--- config.mk ---
export PLATFORM = sky130hd
export DESIGN_NAME = timebase_window_down_counter
export DESIGN_NICKNAME = d
export VERILOG_FILES = /design/src/rtl/timebase_pkg.sv /design/src/rtl/window_down_counter.sv /design/src/rtl/timebase_window_down_counter.sv
export VERILOG_INCLUDE_DIRS = /design/src /design/src/rtl
export SDC_FILE = /design/constraint.sdc
export NUM_CORES = 1
export LEC_CHECK = 0
export BUFFER_PORTS_ARGS = -buffer_cell sky130_fd_sc_hd__buf_2
export CAP_MARGIN = 10
export CORE_ASPECT_RATIO = 1.5
export CORE_MARGIN = 1.5
export CORE_UTILIZATION = 30
export DETAILED_ROUTE_END_ITERATION = 6
export PLACE_DENSITY = 0.48
export SETUP_SLACK_MARGIN = 0.02
export SLEW_MARGIN = 20
export SYNTH_ARGS = -nofsm -noshare
export SYNTH_HDL_FRONTEND = slang
export SYNTH_HIERARCHICAL = 1
export SYNTH_SLANG_ARGS = --single-unit
--- constraint.sdc ---
create_clock -name clk -period 12.9 [get_ports clk]
set_clock_uncertainty 0.15 [all_clocks]
set_input_delay 2.58 -clock clk [delete_from_list [all_inputs] [get_ports clk]]
set_output_delay 2.58 -clock clk [all_outputs]
set_load 0.02 [all_outputs]
--- src/rtl/timebase_map.svh ---
// Register offsets, reset values and field layout of the time base counters
`ifndef TIMEBASE_MAP_SVH
`define TIMEBASE_MAP_SVH

`define TB_ADDR_W      8
`define TB_OFS_CTRL    8'h00
`define TB_OFS_STEP    8'h04
`define TB_OFS_TC      8'h08
`define TB_OFS_STAT    8'h0C
`define TB_OFS_MASK    8'h10
`define TB_OFS_PR_IN   8'h20
`define TB_OFS_POS_IN  8'h30
`define TB_OFS_PR_RD   8'h40
`define TB_OFS_POS_RD  8'h50
`define TB_PR_BYTES    2
`define TB_POS_BYTES   4
`define TB_PR_W        16
`define TB_POS_W       26
`define TB_CTRL_RST    4'h4
`define TB_INIT_LOW16  16'hFFFF
`define TB_EV_W        2
`define TB_EV_PR       0
`define TB_EV_POS      1

`endif

--- src/rtl/timebase_pkg.sv ---
// Types shared by the time base counter block
`default_nettype none

package timebase_pkg;

	typedef struct packed
	{
		logic rearm_set_n;
		logic rearm_clear_n;
		logic step_mode;
		logic init_n;
	} ctrl_t;

	typedef struct packed
	{
		logic position;
		logic postrec;
	} tc_t;

endpackage

`default_nettype wire

--- src/rtl/window_down_counter.sv ---
// Loadable down-counter with terminal count and inverted readback
`timescale 1ns/100ps
`default_nettype none

module window_down_counter #(
	parameter int W = 16
) (
	// Clock and reset
	input  wire  logic         clk,
	input  wire  logic         rst_n,
	// Control
	input  wire  logic         tick,
	input  wire  logic         load_n,
	input  wire  logic [W-1:0] din,
	input  wire  logic [W-1:0] init_val,
	// Status
	output logic [W-1:0]       count_q,
	output logic [W-1:0]       readback,
	output logic               tc
);

	logic [W-1:0] last_q;

	// Borrow ripples from bit 0 upward through every stage
	function automatic logic [W-1:0] ripple_dec(input logic [W-1:0] v);
		logic         borrow;
		logic [W-1:0] r;
		borrow = 1'b1;
		r      = '0;
		for (int i = 0; i < W; i++)
		begin
			r[i]   = v[i] ^ borrow;
			borrow = borrow & ~v[i];
		end
		return r;
	endfunction

	always_ff @(posedge clk or negedge rst_n)
	begin
		if (!rst_n)
			count_q <= {W{1'b1}};
		else if (tick && !load_n)
			count_q <= din;
		else if (tick && count_q != '0)
			count_q <= ripple_dec(count_q);
	end

	always_ff @(posedge clk or negedge rst_n)
	begin
		if (!rst_n)
			last_q <= {W{1'b1}};
		else if (tick && !load_n)
			last_q <= din;
	end

	// Zero holds: no tick branch leaves zero except a load
	assign tc       = (count_q == '0);
	assign readback = tc ? ~last_q : ~count_q;

	// Initial value only documents the width of the loaded pattern
	logic unused_init;
	assign unused_init = ^init_val;

endmodule

`default_nettype wire

--- src/rtl/timebase_window_down_counter.sv ---
// APB-reached post-record and position down-counters with step clocking
// How it works
// - Load low: ticked clock edge copies latches in
// - Set low, clear high drives rearm low
// - Unloaded nonzero counter decrements by one
// - Terminal count high only at zero
// - Readback is ones complement of count
// - At zero, read inverse of last load
// - Loaded zero reads all ones, flag set
// - Post-record counter is sixteen bits wide
// - Step read gives one clock step
// - Init loads all ones into low bits
// - Rearm and complement control counters
// - Terminal count register always readable
`timescale 1ns/100ps
`default_nettype none
`include "timebase_map.svh"

module timebase_window_down_counter
	import timebase_pkg::*;
#(
	parameter int PR_W  = `TB_PR_W,
	parameter int POS_W = `TB_POS_W
) (
	// Clock and reset
	input  wire  logic                  clk,
	input  wire  logic                  rst_n,
	// APB slave
	input  wire  logic                  psel,
	input  wire  logic                  penable,
	input  wire  logic                  pwrite,
	input  wire  logic [`TB_ADDR_W-1:0] paddr,
	input  wire  logic [31:0]           pwdata,
	output logic [31:0]                 prdata,
	output logic                        pready,
	output logic                        pslverr,
	// Counter status
	output logic                        postrec_load_n,
	output logic                        rearm_h,
	output logic                        window_pace,
	output logic                        irq
);

	logic                  rst_s1_q;
	logic                  rst_s2_q;
	logic                  rst_i_n;
	ctrl_t                 ctrl_q;
	logic                  rearm_n_q;
	logic                  step_q;
	logic                  tick;
	logic [31:0]           pr_in_q;
	logic [31:0]           pos_in_q;
	logic [PR_W-1:0]       pr_cnt;
	logic [PR_W-1:0]       pr_rb;
	logic [POS_W-1:0]      pos_cnt;
	logic [POS_W-1:0]      pos_rb;
	tc_t                   tc;
	tc_t                   tc_prev_q;
	logic [`TB_EV_W-1:0]   stat_q;
	logic [`TB_EV_W-1:0]   mask_q;
	logic [`TB_EV_W-1:0]   ev;
	logic                  pace_q;
	logic                  setup;
	logic                  acc;
	logic                  wr;
	logic                  rd;
	logic                  hit;
	logic [31:0]           rd_d;

	// Reset release through two flip-flops
	always_ff @(posedge clk or negedge rst_n)
	begin
		if (!rst_n)
		begin
			rst_s1_q <= 1'b0;
			rst_s2_q <= 1'b0;
		end
		else
		begin
			rst_s1_q <= 1'b1;
			rst_s2_q <= rst_s1_q;
		end
	end
	assign rst_i_n = rst_s2_q;

	// Byte lane of a word selected by index
	function automatic logic [7:0] byte_of(input logic [31:0] v,
	                                       input logic [1:0]  idx);
		return v[{idx, 3'b000} +: 8];
	endfunction

	// True when addr falls in a byte-per-word window of n entries at base
	function automatic logic in_win(input logic [`TB_ADDR_W-1:0] a,
	                                input logic [`TB_ADDR_W-1:0] base,
	                                input int                    n);
		return (a >= base) && (a < base + `TB_ADDR_W'(4 * n))
		       && (a[1:0] == 2'b00);
	endfunction

	function automatic logic [1:0] win_idx(input logic [`TB_ADDR_W-1:0] a,
	                                       input logic [`TB_ADDR_W-1:0] base);
		logic [`TB_ADDR_W-1:0] d;
		d = a - base;
		return d[3:2];
	endfunction

	assign setup = psel && !penable;
	assign acc   = psel && penable;
	assign wr    = acc && pwrite;
	assign rd    = acc && !pwrite;

	assign hit = (paddr == `TB_OFS_CTRL) || (paddr == `TB_OFS_STEP)
	          || (paddr == `TB_OFS_TC) || (paddr == `TB_OFS_STAT)
	          || (paddr == `TB_OFS_MASK)
	          || in_win(paddr, `TB_OFS_PR_IN, `TB_PR_BYTES)
	          || in_win(paddr, `TB_OFS_POS_IN, `TB_POS_BYTES)
	          || in_win(paddr, `TB_OFS_PR_RD, `TB_PR_BYTES)
	          || in_win(paddr, `TB_OFS_POS_RD, `TB_POS_BYTES);

	// Zero-wait slave
	assign pready  = 1'b1;
	assign pslverr = acc && !hit;

	// Control latch
	always_ff @(posedge clk or negedge rst_i_n)
	begin
		if (!rst_i_n)
			ctrl_q <= ctrl_t'(`TB_CTRL_RST);
		else if (wr && paddr == `TB_OFS_CTRL)
			ctrl_q <= ctrl_t'(pwdata[$bits(ctrl_t)-1:0]);
	end

	// Rearm flop: set/clear pair, both high or both low hold
	always_ff @(posedge clk or negedge rst_i_n)
	begin
		if (!rst_i_n)
			rearm_n_q <= 1'b0;
		else if (!ctrl_q.rearm_set_n && ctrl_q.rearm_clear_n)
			rearm_n_q <= 1'b0;
		else if (ctrl_q.rearm_set_n && !ctrl_q.rearm_clear_n)
			rearm_n_q <= 1'b1;
	end

	// Rearm low enables loading of both counters
	assign postrec_load_n = rearm_n_q;
	assign rearm_h        = ~rearm_n_q;

	// A read of the step location makes one system clock step
	always_ff @(posedge clk or negedge rst_i_n)
	begin
		if (!rst_i_n)
			step_q <= 1'b0;
		else
			step_q <= rd && paddr == `TB_OFS_STEP;
	end

	// Free run unless step mode; in step mode only steps advance
	assign tick = ctrl_q.step_mode ? step_q : 1'b1;

	// Input latches, written a byte at a time, least significant first
	always_ff @(posedge clk or negedge rst_i_n)
	begin
		if (!rst_i_n)
			pr_in_q <= {16'h0000, `TB_INIT_LOW16};
		else if (wr && in_win(paddr, `TB_OFS_PR_IN, `TB_PR_BYTES))
			pr_in_q[{win_idx(paddr, `TB_OFS_PR_IN), 3'b000} +: 8]
				<= pwdata[7:0];
	end

	always_ff @(posedge clk or negedge rst_i_n)
	begin
		if (!rst_i_n)
			pos_in_q <= {16'h0000, `TB_INIT_LOW16};
		else if (wr && in_win(paddr, `TB_OFS_POS_IN, `TB_POS_BYTES))
			pos_in_q[{win_idx(paddr, `TB_OFS_POS_IN), 3'b000} +: 8]
				<= pwdata[7:0];
	end

	window_down_counter #(
		.W        (PR_W)
	) u_postrec (
		.clk      (clk),
		.rst_n    (rst_i_n),
		.tick     (tick),
		.load_n   (postrec_load_n),
		.din      (pr_in_q[PR_W-1:0]),
		.init_val (pr_in_q[PR_W-1:0]),
		.count_q  (pr_cnt),
		.readback (pr_rb),
		.tc       (tc.postrec)
	);

	window_down_counter #(
		.W        (POS_W)
	) u_position (
		.clk      (clk),
		.rst_n    (rst_i_n),
		.tick     (tick),
		.load_n   (postrec_load_n),
		.din      (pos_in_q[POS_W-1:0]),
		.init_val (pos_in_q[POS_W-1:0]),
		.count_q  (pos_cnt),
		.readback (pos_rb),
		.tc       (tc.position)
	);

	// Terminal count rising edges are the interrupt events
	always_ff @(posedge clk or negedge rst_i_n)
	begin
		if (!rst_i_n)
			tc_prev_q <= '0;
		else
			tc_prev_q <= tc;
	end

	assign ev[`TB_EV_PR]  = tc.postrec && !tc_prev_q.postrec;
	assign ev[`TB_EV_POS] = tc.position && !tc_prev_q.position;

	// Sticky status, cleared by its read; a new event wins
	always_ff @(posedge clk or negedge rst_i_n)
	begin
		if (!rst_i_n)
			stat_q <= '0;
		else if (rd && paddr == `TB_OFS_STAT)
			stat_q <= ev;
		else
			stat_q <= stat_q | ev;
	end

	always_ff @(posedge clk or negedge rst_i_n)
	begin
		if (!rst_i_n)
			mask_q <= '0;
		else if (wr && paddr == `TB_OFS_MASK)
			mask_q <= pwdata[`TB_EV_W-1:0];
	end

	assign irq = |(stat_q & mask_q);

	// Window pace: held high during global init, else position count done
	always_ff @(posedge clk or negedge rst_i_n)
	begin
		if (!rst_i_n)
			pace_q <= 1'b1;
		else if (!ctrl_q.init_n)
			pace_q <= 1'b1;
		else
			pace_q <= tc.position;
	end
	assign window_pace = pace_q;

	// Read mux
	always_comb
	begin
		rd_d = 32'h0000_0000;
		if (paddr == `TB_OFS_CTRL)
			rd_d[$bits(ctrl_t)-1:0] = ctrl_q;
		else if (paddr == `TB_OFS_TC)
			rd_d[1:0] = tc;
		else if (paddr == `TB_OFS_STAT)
			rd_d[`TB_EV_W-1:0] = stat_q;
		else if (paddr == `TB_OFS_MASK)
			rd_d[`TB_EV_W-1:0] = mask_q;
		else if (in_win(paddr, `TB_OFS_PR_IN, `TB_PR_BYTES))
			rd_d[7:0] = byte_of(pr_in_q, win_idx(paddr, `TB_OFS_PR_IN));
		else if (in_win(paddr, `TB_OFS_POS_IN, `TB_POS_BYTES))
			rd_d[7:0] = byte_of(pos_in_q, win_idx(paddr, `TB_OFS_POS_IN));
		else if (in_win(paddr, `TB_OFS_PR_RD, `TB_PR_BYTES))
			rd_d[7:0] = byte_of({{(32-PR_W){1'b0}}, pr_rb},
			                    win_idx(paddr, `TB_OFS_PR_RD));
		else if (in_win(paddr, `TB_OFS_POS_RD, `TB_POS_BYTES))
			rd_d[7:0] = byte_of({{(32-POS_W){1'b0}}, pos_rb},
			                    win_idx(paddr, `TB_OFS_POS_RD));
	end

	// Read data captured in the setup cycle, stable through access
	always_ff @(posedge clk or negedge rst_i_n)
	begin
		if (!rst_i_n)
			prdata <= 32'h0000_0000;
		else if (setup && !pwrite)
			prdata <= rd_d;
	end

	logic unused_cnt;
	assign unused_cnt = ^{pr_cnt, pos_cnt, pwdata[31:8]};

endmodule

`default_nettype wire

==> flow_metrics.py, run 1 <==
metrics = {
    "synth": {
        "synth_seq_area_share_pct": 45.7,
        "synth.distinct_cells": 71,
        "synth_top_area_share_pct": 35.2,
        "async_flop_share_pct": 100,
        "synth_top_flop_cell": "dfstp_2",
        "synth-simple-area-share_pct": 16.9,
        "synth_top_family_by_area": "simple AND/OR/NAND/NOR gates",
        "synthCells": 900,
        "avgSynthCellArea_um2": 9.80,
        "synth-seq-cells": 155,
        "yosys.area.top_type": "dfstp_2",
        "synth_edf_count": 0,
        "synth_area_um2": 8820,
        "synth_area_leaders": "dfstp_2 35%, dfrtp_1 11%, nand2_1 9.6%, ha_1 6.4%, o21ai_1 3.0%",
        "synthXorXnorAreaFrac_pct": 0,
        "yosys_warnings": 6,
        "muxShareOfSynthArea_pct": 8.33,
        "synth_fa_ha_area_share_pct": 6.39,
        "synth_compound_area_share_pct": 15.2,
    },
    "timing": {
        "post-route-period-util_pct": 57.4,
        "final.setup.tns_ps": 0,
        "worst_pin_slew_ps": 1070,
        "setup_viol": 0,
        "finalHoldViolations": 0,
        "maxSlewHeadroom_pct": 28.7,
        "drv_slew": 0,
        "max_clock_freq_mhz": 135,
        "period_minus_slack_ps": 7400,
        "rsz0062_at_grt": "no",
    },
    "worst_setup_path": {
        "cp_top_family": "buffers and inverters",
        "critPathMostFrequentCell": "buf_2",
        "cp-end-kind": "output port",
        "cpPeakStageDelay_ps": 560,
        "slowest_stage": "buf_4",
        "crit_fanout": 42,
        "critPathLaunchType": "primary input",
        "crit_required_ps": 10170,
        "worstPathCellList": "buf_2, buf_4, inv_2, ha_1, nor2_1, o21ai_0, a311oi_1, buf_2",
        "cp.arrival_ps": 4670,
        "cp_num_buf_inv": 4,
        "crit_type": "primary input to output port",
        "reg2reg_slack_ps": 7000,
    },
    "detailed_routing": {
        "drt_first_iter_violations": 424,
        "wirelength_um": 26200,
        "ant_nets": 0,
        "drt-vias-per-instance": 4.92,
        "drt-pass1-iter-count": 5,
        "wl_per_cell_um": 19.8,
        "vias": 6485,
        "remaining_drc_errors": 0,
    },
    "clock_tree": {
        "cts_tree": "built",
        "cts_sinks": 155,
        "htree_levels": 4,
        "path_clk_slew_ps": 60,
        "cts_buffer_depth": 2,
        "cts_buffers": 17,
        "holdBufCountCts": 0,
        "cts_root_buf": "clkbuf_16",
        "postCtsSetupBuffers": 0,
        "clock_latency_ps": 450,
        "cts-resized-gates": 0,
    },
    "floorplanning": {
        "start_util_pct": 30.6,
        "fp.dieArea_um2": 30400,
        "io_pins": 83,
        "die_y_um": 213,
        "die_w_um": 143,
        "rows": 76,
        "design.core.area_um2": 28800,
    },
    "place": {
        "placed_area_um2": 9180,
        "io_buffer_count": 33,
        "hpwl_um": 19500,
        "place.gp.congestion": 0.808,
    },
    "layout": {
        "layout_common_cells": "226 x nand2_1, 118 x dfstp_2, 52 x o21ai_1, 51 x inv_1, 47 x a21oi_1",
        "antennaDiodeCount": 0,
        "area_growth_pct": 10.6,
        "final_common_cell": "nand2_1",
        "fin_nets": 1006,
        "fillers": 2984,
        "layout-drive-gt1-share_pct": 27.7,
        "fin_area_um2": 9750,
    },
    "global_routing": {
        "track_usage_pct": 18.1,
        "grtUsageMet3_pct": 2.92,
        "grt-ovfl-total": 0,
        "grt_pass1_vias": 6595,
        "antenna_found_initial": 0,
        "top_usage_layer": "met2",
        "grt_max_degree": 81,
        "use_met2_pct": 33.0,
        "grt_util_met1_pct": 19.6,
        "grt_pass1_wl_um": 39900,
    },
    "pwr": {
        "peakVddDrop_v": 0.0000910,
        "p_per_area_nw_per_um2": 169,
        "leakagePower_nw": 3.95,
    },
    "run_status": {
        "run_status": "finished clean",
    },
    "worst_hold_path": {
        "hold_class": "flop to flop",
    },
    "job": {
        "maxCapViolCount": 0,
    },
}
[worst reg2reg max path: stages, from the launching register on]
cell	delay (ps)
dfstp_2	510
inv_1	80
ha_1	280
ha_1	210
ha_1	210
ha_1	200
ha_1	190
ha_1	180
ha_1	180
ha_1	200
ha_1	230
ha_1	210
ha_1	180
ha_1	190
ha_1	190
ha_1	200
ha_1	200
ha_1	180
ha_1	190
ha_1	190
ha_1	190
ha_1	180
ha_1	190
ha_1	180
ha_1	180
ha_1	260
a221oi_1	260
[final timing paths]
check                                      startpoint                     end  cells after the start
worst max-delay path                         paddr[2]                 pslverr                      8
worst min-delay path                         rst_s1_q                 rst_i_n                      0
worst max register to register  u_position/count_q[0]  u_position/count_q[24]                     26
worst min register to register               rst_s1_q                 rst_i_n                      0
max in group asynchronous                     rst_i_n            pos_in_q[30]                      1
min in group asynchronous                     rst_i_n            pos_in_q[25]                      0
[registers in the layout, indices dropped and copies added (netlist names), 4 cells and up]
name	cells
ctrl_q	4
pos_in_q	32
pr_in_q	16
prdata	8
u_position/count_q	26
u_position/last_q	26
u_postrec/count_q	16
u_postrec/last_q	16
[layout make-up]
type	count	area, um2	area share (%)
clock inverters	11	121	1.25
multi-input cells	646	4220	43.3
clock buffers	21	450	4.62
well taps	390	488	5.01
flip-flops and latches	155	4030	41.3
repair buffers	43	240	2.46
inverters	53	199	2.04
[per-stage QoR]
step                      utilization [%]  std cells  hold WS (ps)  power (W)  worst slack [ps]
after detailed placement             31.8       1287           190    0.00117              5490
after global placement               31.8       1287           187    0.00116              5500
after floorplan                         -        924           181    0.00101              5840
after global routing                 33.8       1319           219    0.00175              5290
final                                33.8       1319           200    0.00165              5500
after CTS                            33.8       1319           204    0.00167              5490
[cell usage after synthesis, types with 5 or more instances]
library cell,n
buf_6,5
dfrtp_1,37
a221oi_2,9
o2bb2ai_1,6
mux2_1,11
mux4_2,9
a21oi_1,47
ha_1,45
and2_1,5
inv_1,51
buf_2,12
nand3_2,5
nor2_1,32
clkbuf_1,21
nor3_1,6
buf_4,29
a211oi_1,5
nor2b_1,5
o21ai_1,52
mux2_2,22
a221oi_1,10
nand2_1,226
dfstp_2,118
o21ai_0,25
o221ai_1,9
mux2i_1,16
[kinds of logic after synthesis]
logic type,after synthesis
buffers and inverters,123
muxes,58
and+or+nand+nor,322
other,2
DFF,155
adders and majority gates,45
AOI/OAI and AO/OA,195
[per-layer routing]
layer	part of all wire, %	wire length, um	up-vias
met1	38	10000	3178
met3	2.8	730	52
met5	0	0	-
met4	4.5	1190	0
li1	-	-	3112
met2	54	14200	143
[report_power, final]
part / internal (W) / total, W / leakage [nW] / switching (W)
combinational: 0.000187 / 0.000519 / 1.97 / 0.000332
sequential: 0.000571 / 0.000634 / 1.71 / 0.0000631
clock: 0.000288 / 0.000498 / 0.265 / 0.000210
total: 0.00105 / 0.00165 / 3.95 / 0.000604
No activity file was read; power rests on OpenSTA's default activity.
==> run 2: changes to the inputs <==
- clock period: 12.9 -> 7.1 ns (I/O delays scaled with it)
==> run 2 against run 1 <==
Clock-buffer cell count is 1 higher. Setup slack worse by 4100 ps. Hold slack worse by 87 ps. Critical endpoint is now u_position/count_q[25]. Final cell count stayed put. Flip-flop and latch count stayed put. Routed wire length is 0.71% lower. First-iteration DRC count is 8.7% lower. Critical path depth is 20 higher.
==> flow_metrics.py, run 2 (synthesis gave the netlist of run 1 again) <==
metrics = {
    "place": {
        "place.gp.congestion": 0.844,
        "io_buffer_count": 33,
        "hpwl_um": 19400,
        "post-place-ws_ps": 1400,
    },
    "detailed_routing": {
        "drt-pass1-iter-count": 4,
        "ant_nets": 0,
        "drt_first_iter_violations": 387,
        "wl_per_cell_um": 19.7,
        "remaining_drc_errors": 0,
        "vias": 6462,
        "wirelength_um": 26000,
        "drt-vias-per-instance": 4.90,
    },
    "floorplanning": {
        "rows": 76,
        "die_w_um": 143,
        "start_util_pct": 30.6,
        "fp.dieArea_um2": 30400,
        "design.core.area_um2": 28800,
        "die_y_um": 213,
        "io_pins": 83,
    },
    "timing": {
        "max_clock_freq_mhz": 174,
        "worst_pin_slew_ps": 1100,
        "maxSlewHeadroom_pct": 26.3,
        "hold_slack_ps": 114,
        "setup_viol": 0,
        "post-route-period-util_pct": 80.8,
        "rsz0062_at_grt": "no",
        "period_minus_slack_ps": 5740,
        "finalHoldViolations": 0,
        "final.setup.tns_ps": 0,
        "drv_slew": 0,
        "finalWorstSetupSlack_ps": 1360,
    },
    "layout": {
        "largest_register": "pos_in_q",
        "fin_nets": 1006,
        "antennaDiodeCount": 0,
        "layout-drive-gt1-share_pct": 27.9,
        "layout_common_cells": "226 x nand2_1, 118 x dfstp_2, 52 x o21ai_1, 51 x inv_1, 47 x a21oi_1",
        "area_growth_pct": 10.7,
        "largest_reg_flops": 32,
        "final_common_cell": "nand2_1",
        "finish.utilization_pct": 33.9,
        "largestRegisters": "pos_in_q: 32 flops, u_position/count_q: 26 flops, u_position/last_q: 26 flops",
    },
    "job": {
        "maxCapViolCount": 0,
    },
    "pwr": {
        "combPwrFrac_pct": 31.3,
        "leakagePower_nw": 3.97,
        "p_seq_share_pct": 38.4,
        "peakVddDrop_v": 0.000153,
        "p_switching_w": 0.00108,
        "swShare_pct": 36.1,
        "p_int_w": 0.00190,
        "p_per_area_nw_per_um2": 305,
        "clockPowerShare_pct": 30.3,
    },
    "worst_setup_path": {
        "cpPeakStageDelay_ps": 510,
        "crit_type": "flop to flop",
        "cp-end-kind": "flop",
        "cp.arrival_ps": 5940,
        "crit_required_ps": 7310,
        "crit_fanout": 4,
        "slowest_stage": "dfstp_2",
        "critPathLaunchType": "flop",
        "critPathMostFrequentCell": "ha_1",
    },
    "clock_tree": {
        "path_clk_slew_ps": 70,
        "postCtsSetupBuffers": 0,
        "cts_buffer_depth": 2,
        "cts-resized-gates": 0,
        "cts_root_buf": "clkbuf_16",
        "cts_sinks": 155,
        "clock_latency_ps": 430,
        "htree_levels": 4,
        "cts_buffers": 17,
        "cts_tree": "built",
        "holdBufCountCts": 0,
    },
    "global_routing": {
        "antenna_found_initial": 0,
        "grt-ovfl-total": 0,
        "grt_pass1_wl_um": 39700,
        "track_usage_pct": 17.9,
        "grt_max_degree": 72,
        "grt_pass1_vias": 6565,
    },
    "worst_hold_path": {
        "hold_class": "flop to async pin",
    },
    "run_status": {
        "run_status": "finished clean",
    },
}
==> run 2: per-stage QoR <==
| stage | cells | area, um2 | total power (W) |
|---|---|---|---|
| final | 1319 | 9760 | 0.00298 |
| after CTS | 1319 | 9760 | 0.00302 |
| after global routing | 1319 | 9760 | 0.00316 |
| after floorplan | 924 | 8910 | 0.00183 |
| after global placement | 1287 | 9180 | 0.00209 |
| after detailed placement | 1287 | 9180 | 0.00210 |
==> run 2: worst paths after layout <==
check                      slack [ps]  depth (start not counted)                   from                     end
max in group asynchronous        5420                          1                rst_i_n               prdata[5]
min in group clk                  200                          0               rst_s1_q                 rst_i_n
hold reg to reg                   110                          0                rst_i_n            pos_in_q[24]
hold / removal                    110                          0                rst_i_n            pos_in_q[24]
setup / recovery                 1360                         28  u_position/count_q[0]  u_position/count_q[25]
setup reg to reg                 1360                         28  u_position/count_q[0]  u_position/count_q[25]
==> run 2: final cells by class <==
cell class,count,area [um2]
clock buffers,22,495
clock inverters,10,87.6
fillers,2961,19100
inverters,53,199
multi-input cells,646,4220
flip-flops and latches,155,4030
well taps,390,488
repair buffers,43,240
==> run 2: per-layer routing <==
layer  up-vias  wire length [um]  track usage [%]
met4         0              1270             10.1
met3        42               681             2.98
met1      3163             10300             20.2
li1       3127                 -                -
met5         -                 0                0
met2       130             13700             31.8
==> run 2: worst max-delay path, delay by kind of cell, from the launching register on <==
family,cells,cell delay (ps)
buf+inv,1,70
simple gates,1,70
flops,1,510
fa+ha+maj,24,4550
compound gates,2,290
==> run 2: power groups by stage <==
stage / clock (W) / sequential (W) / combinational, W
floorplan: 0 / 0.00114 / 0.000693
global placement: 0 / 0.00116 / 0.000932
detailed placement: 0 / 0.00116 / 0.000941
CTS: 0.000935 / 0.00115 / 0.000943
global route: 0.000963 / 0.00116 / 0.00103
finish: 0.000904 / 0.00114 / 0.000933
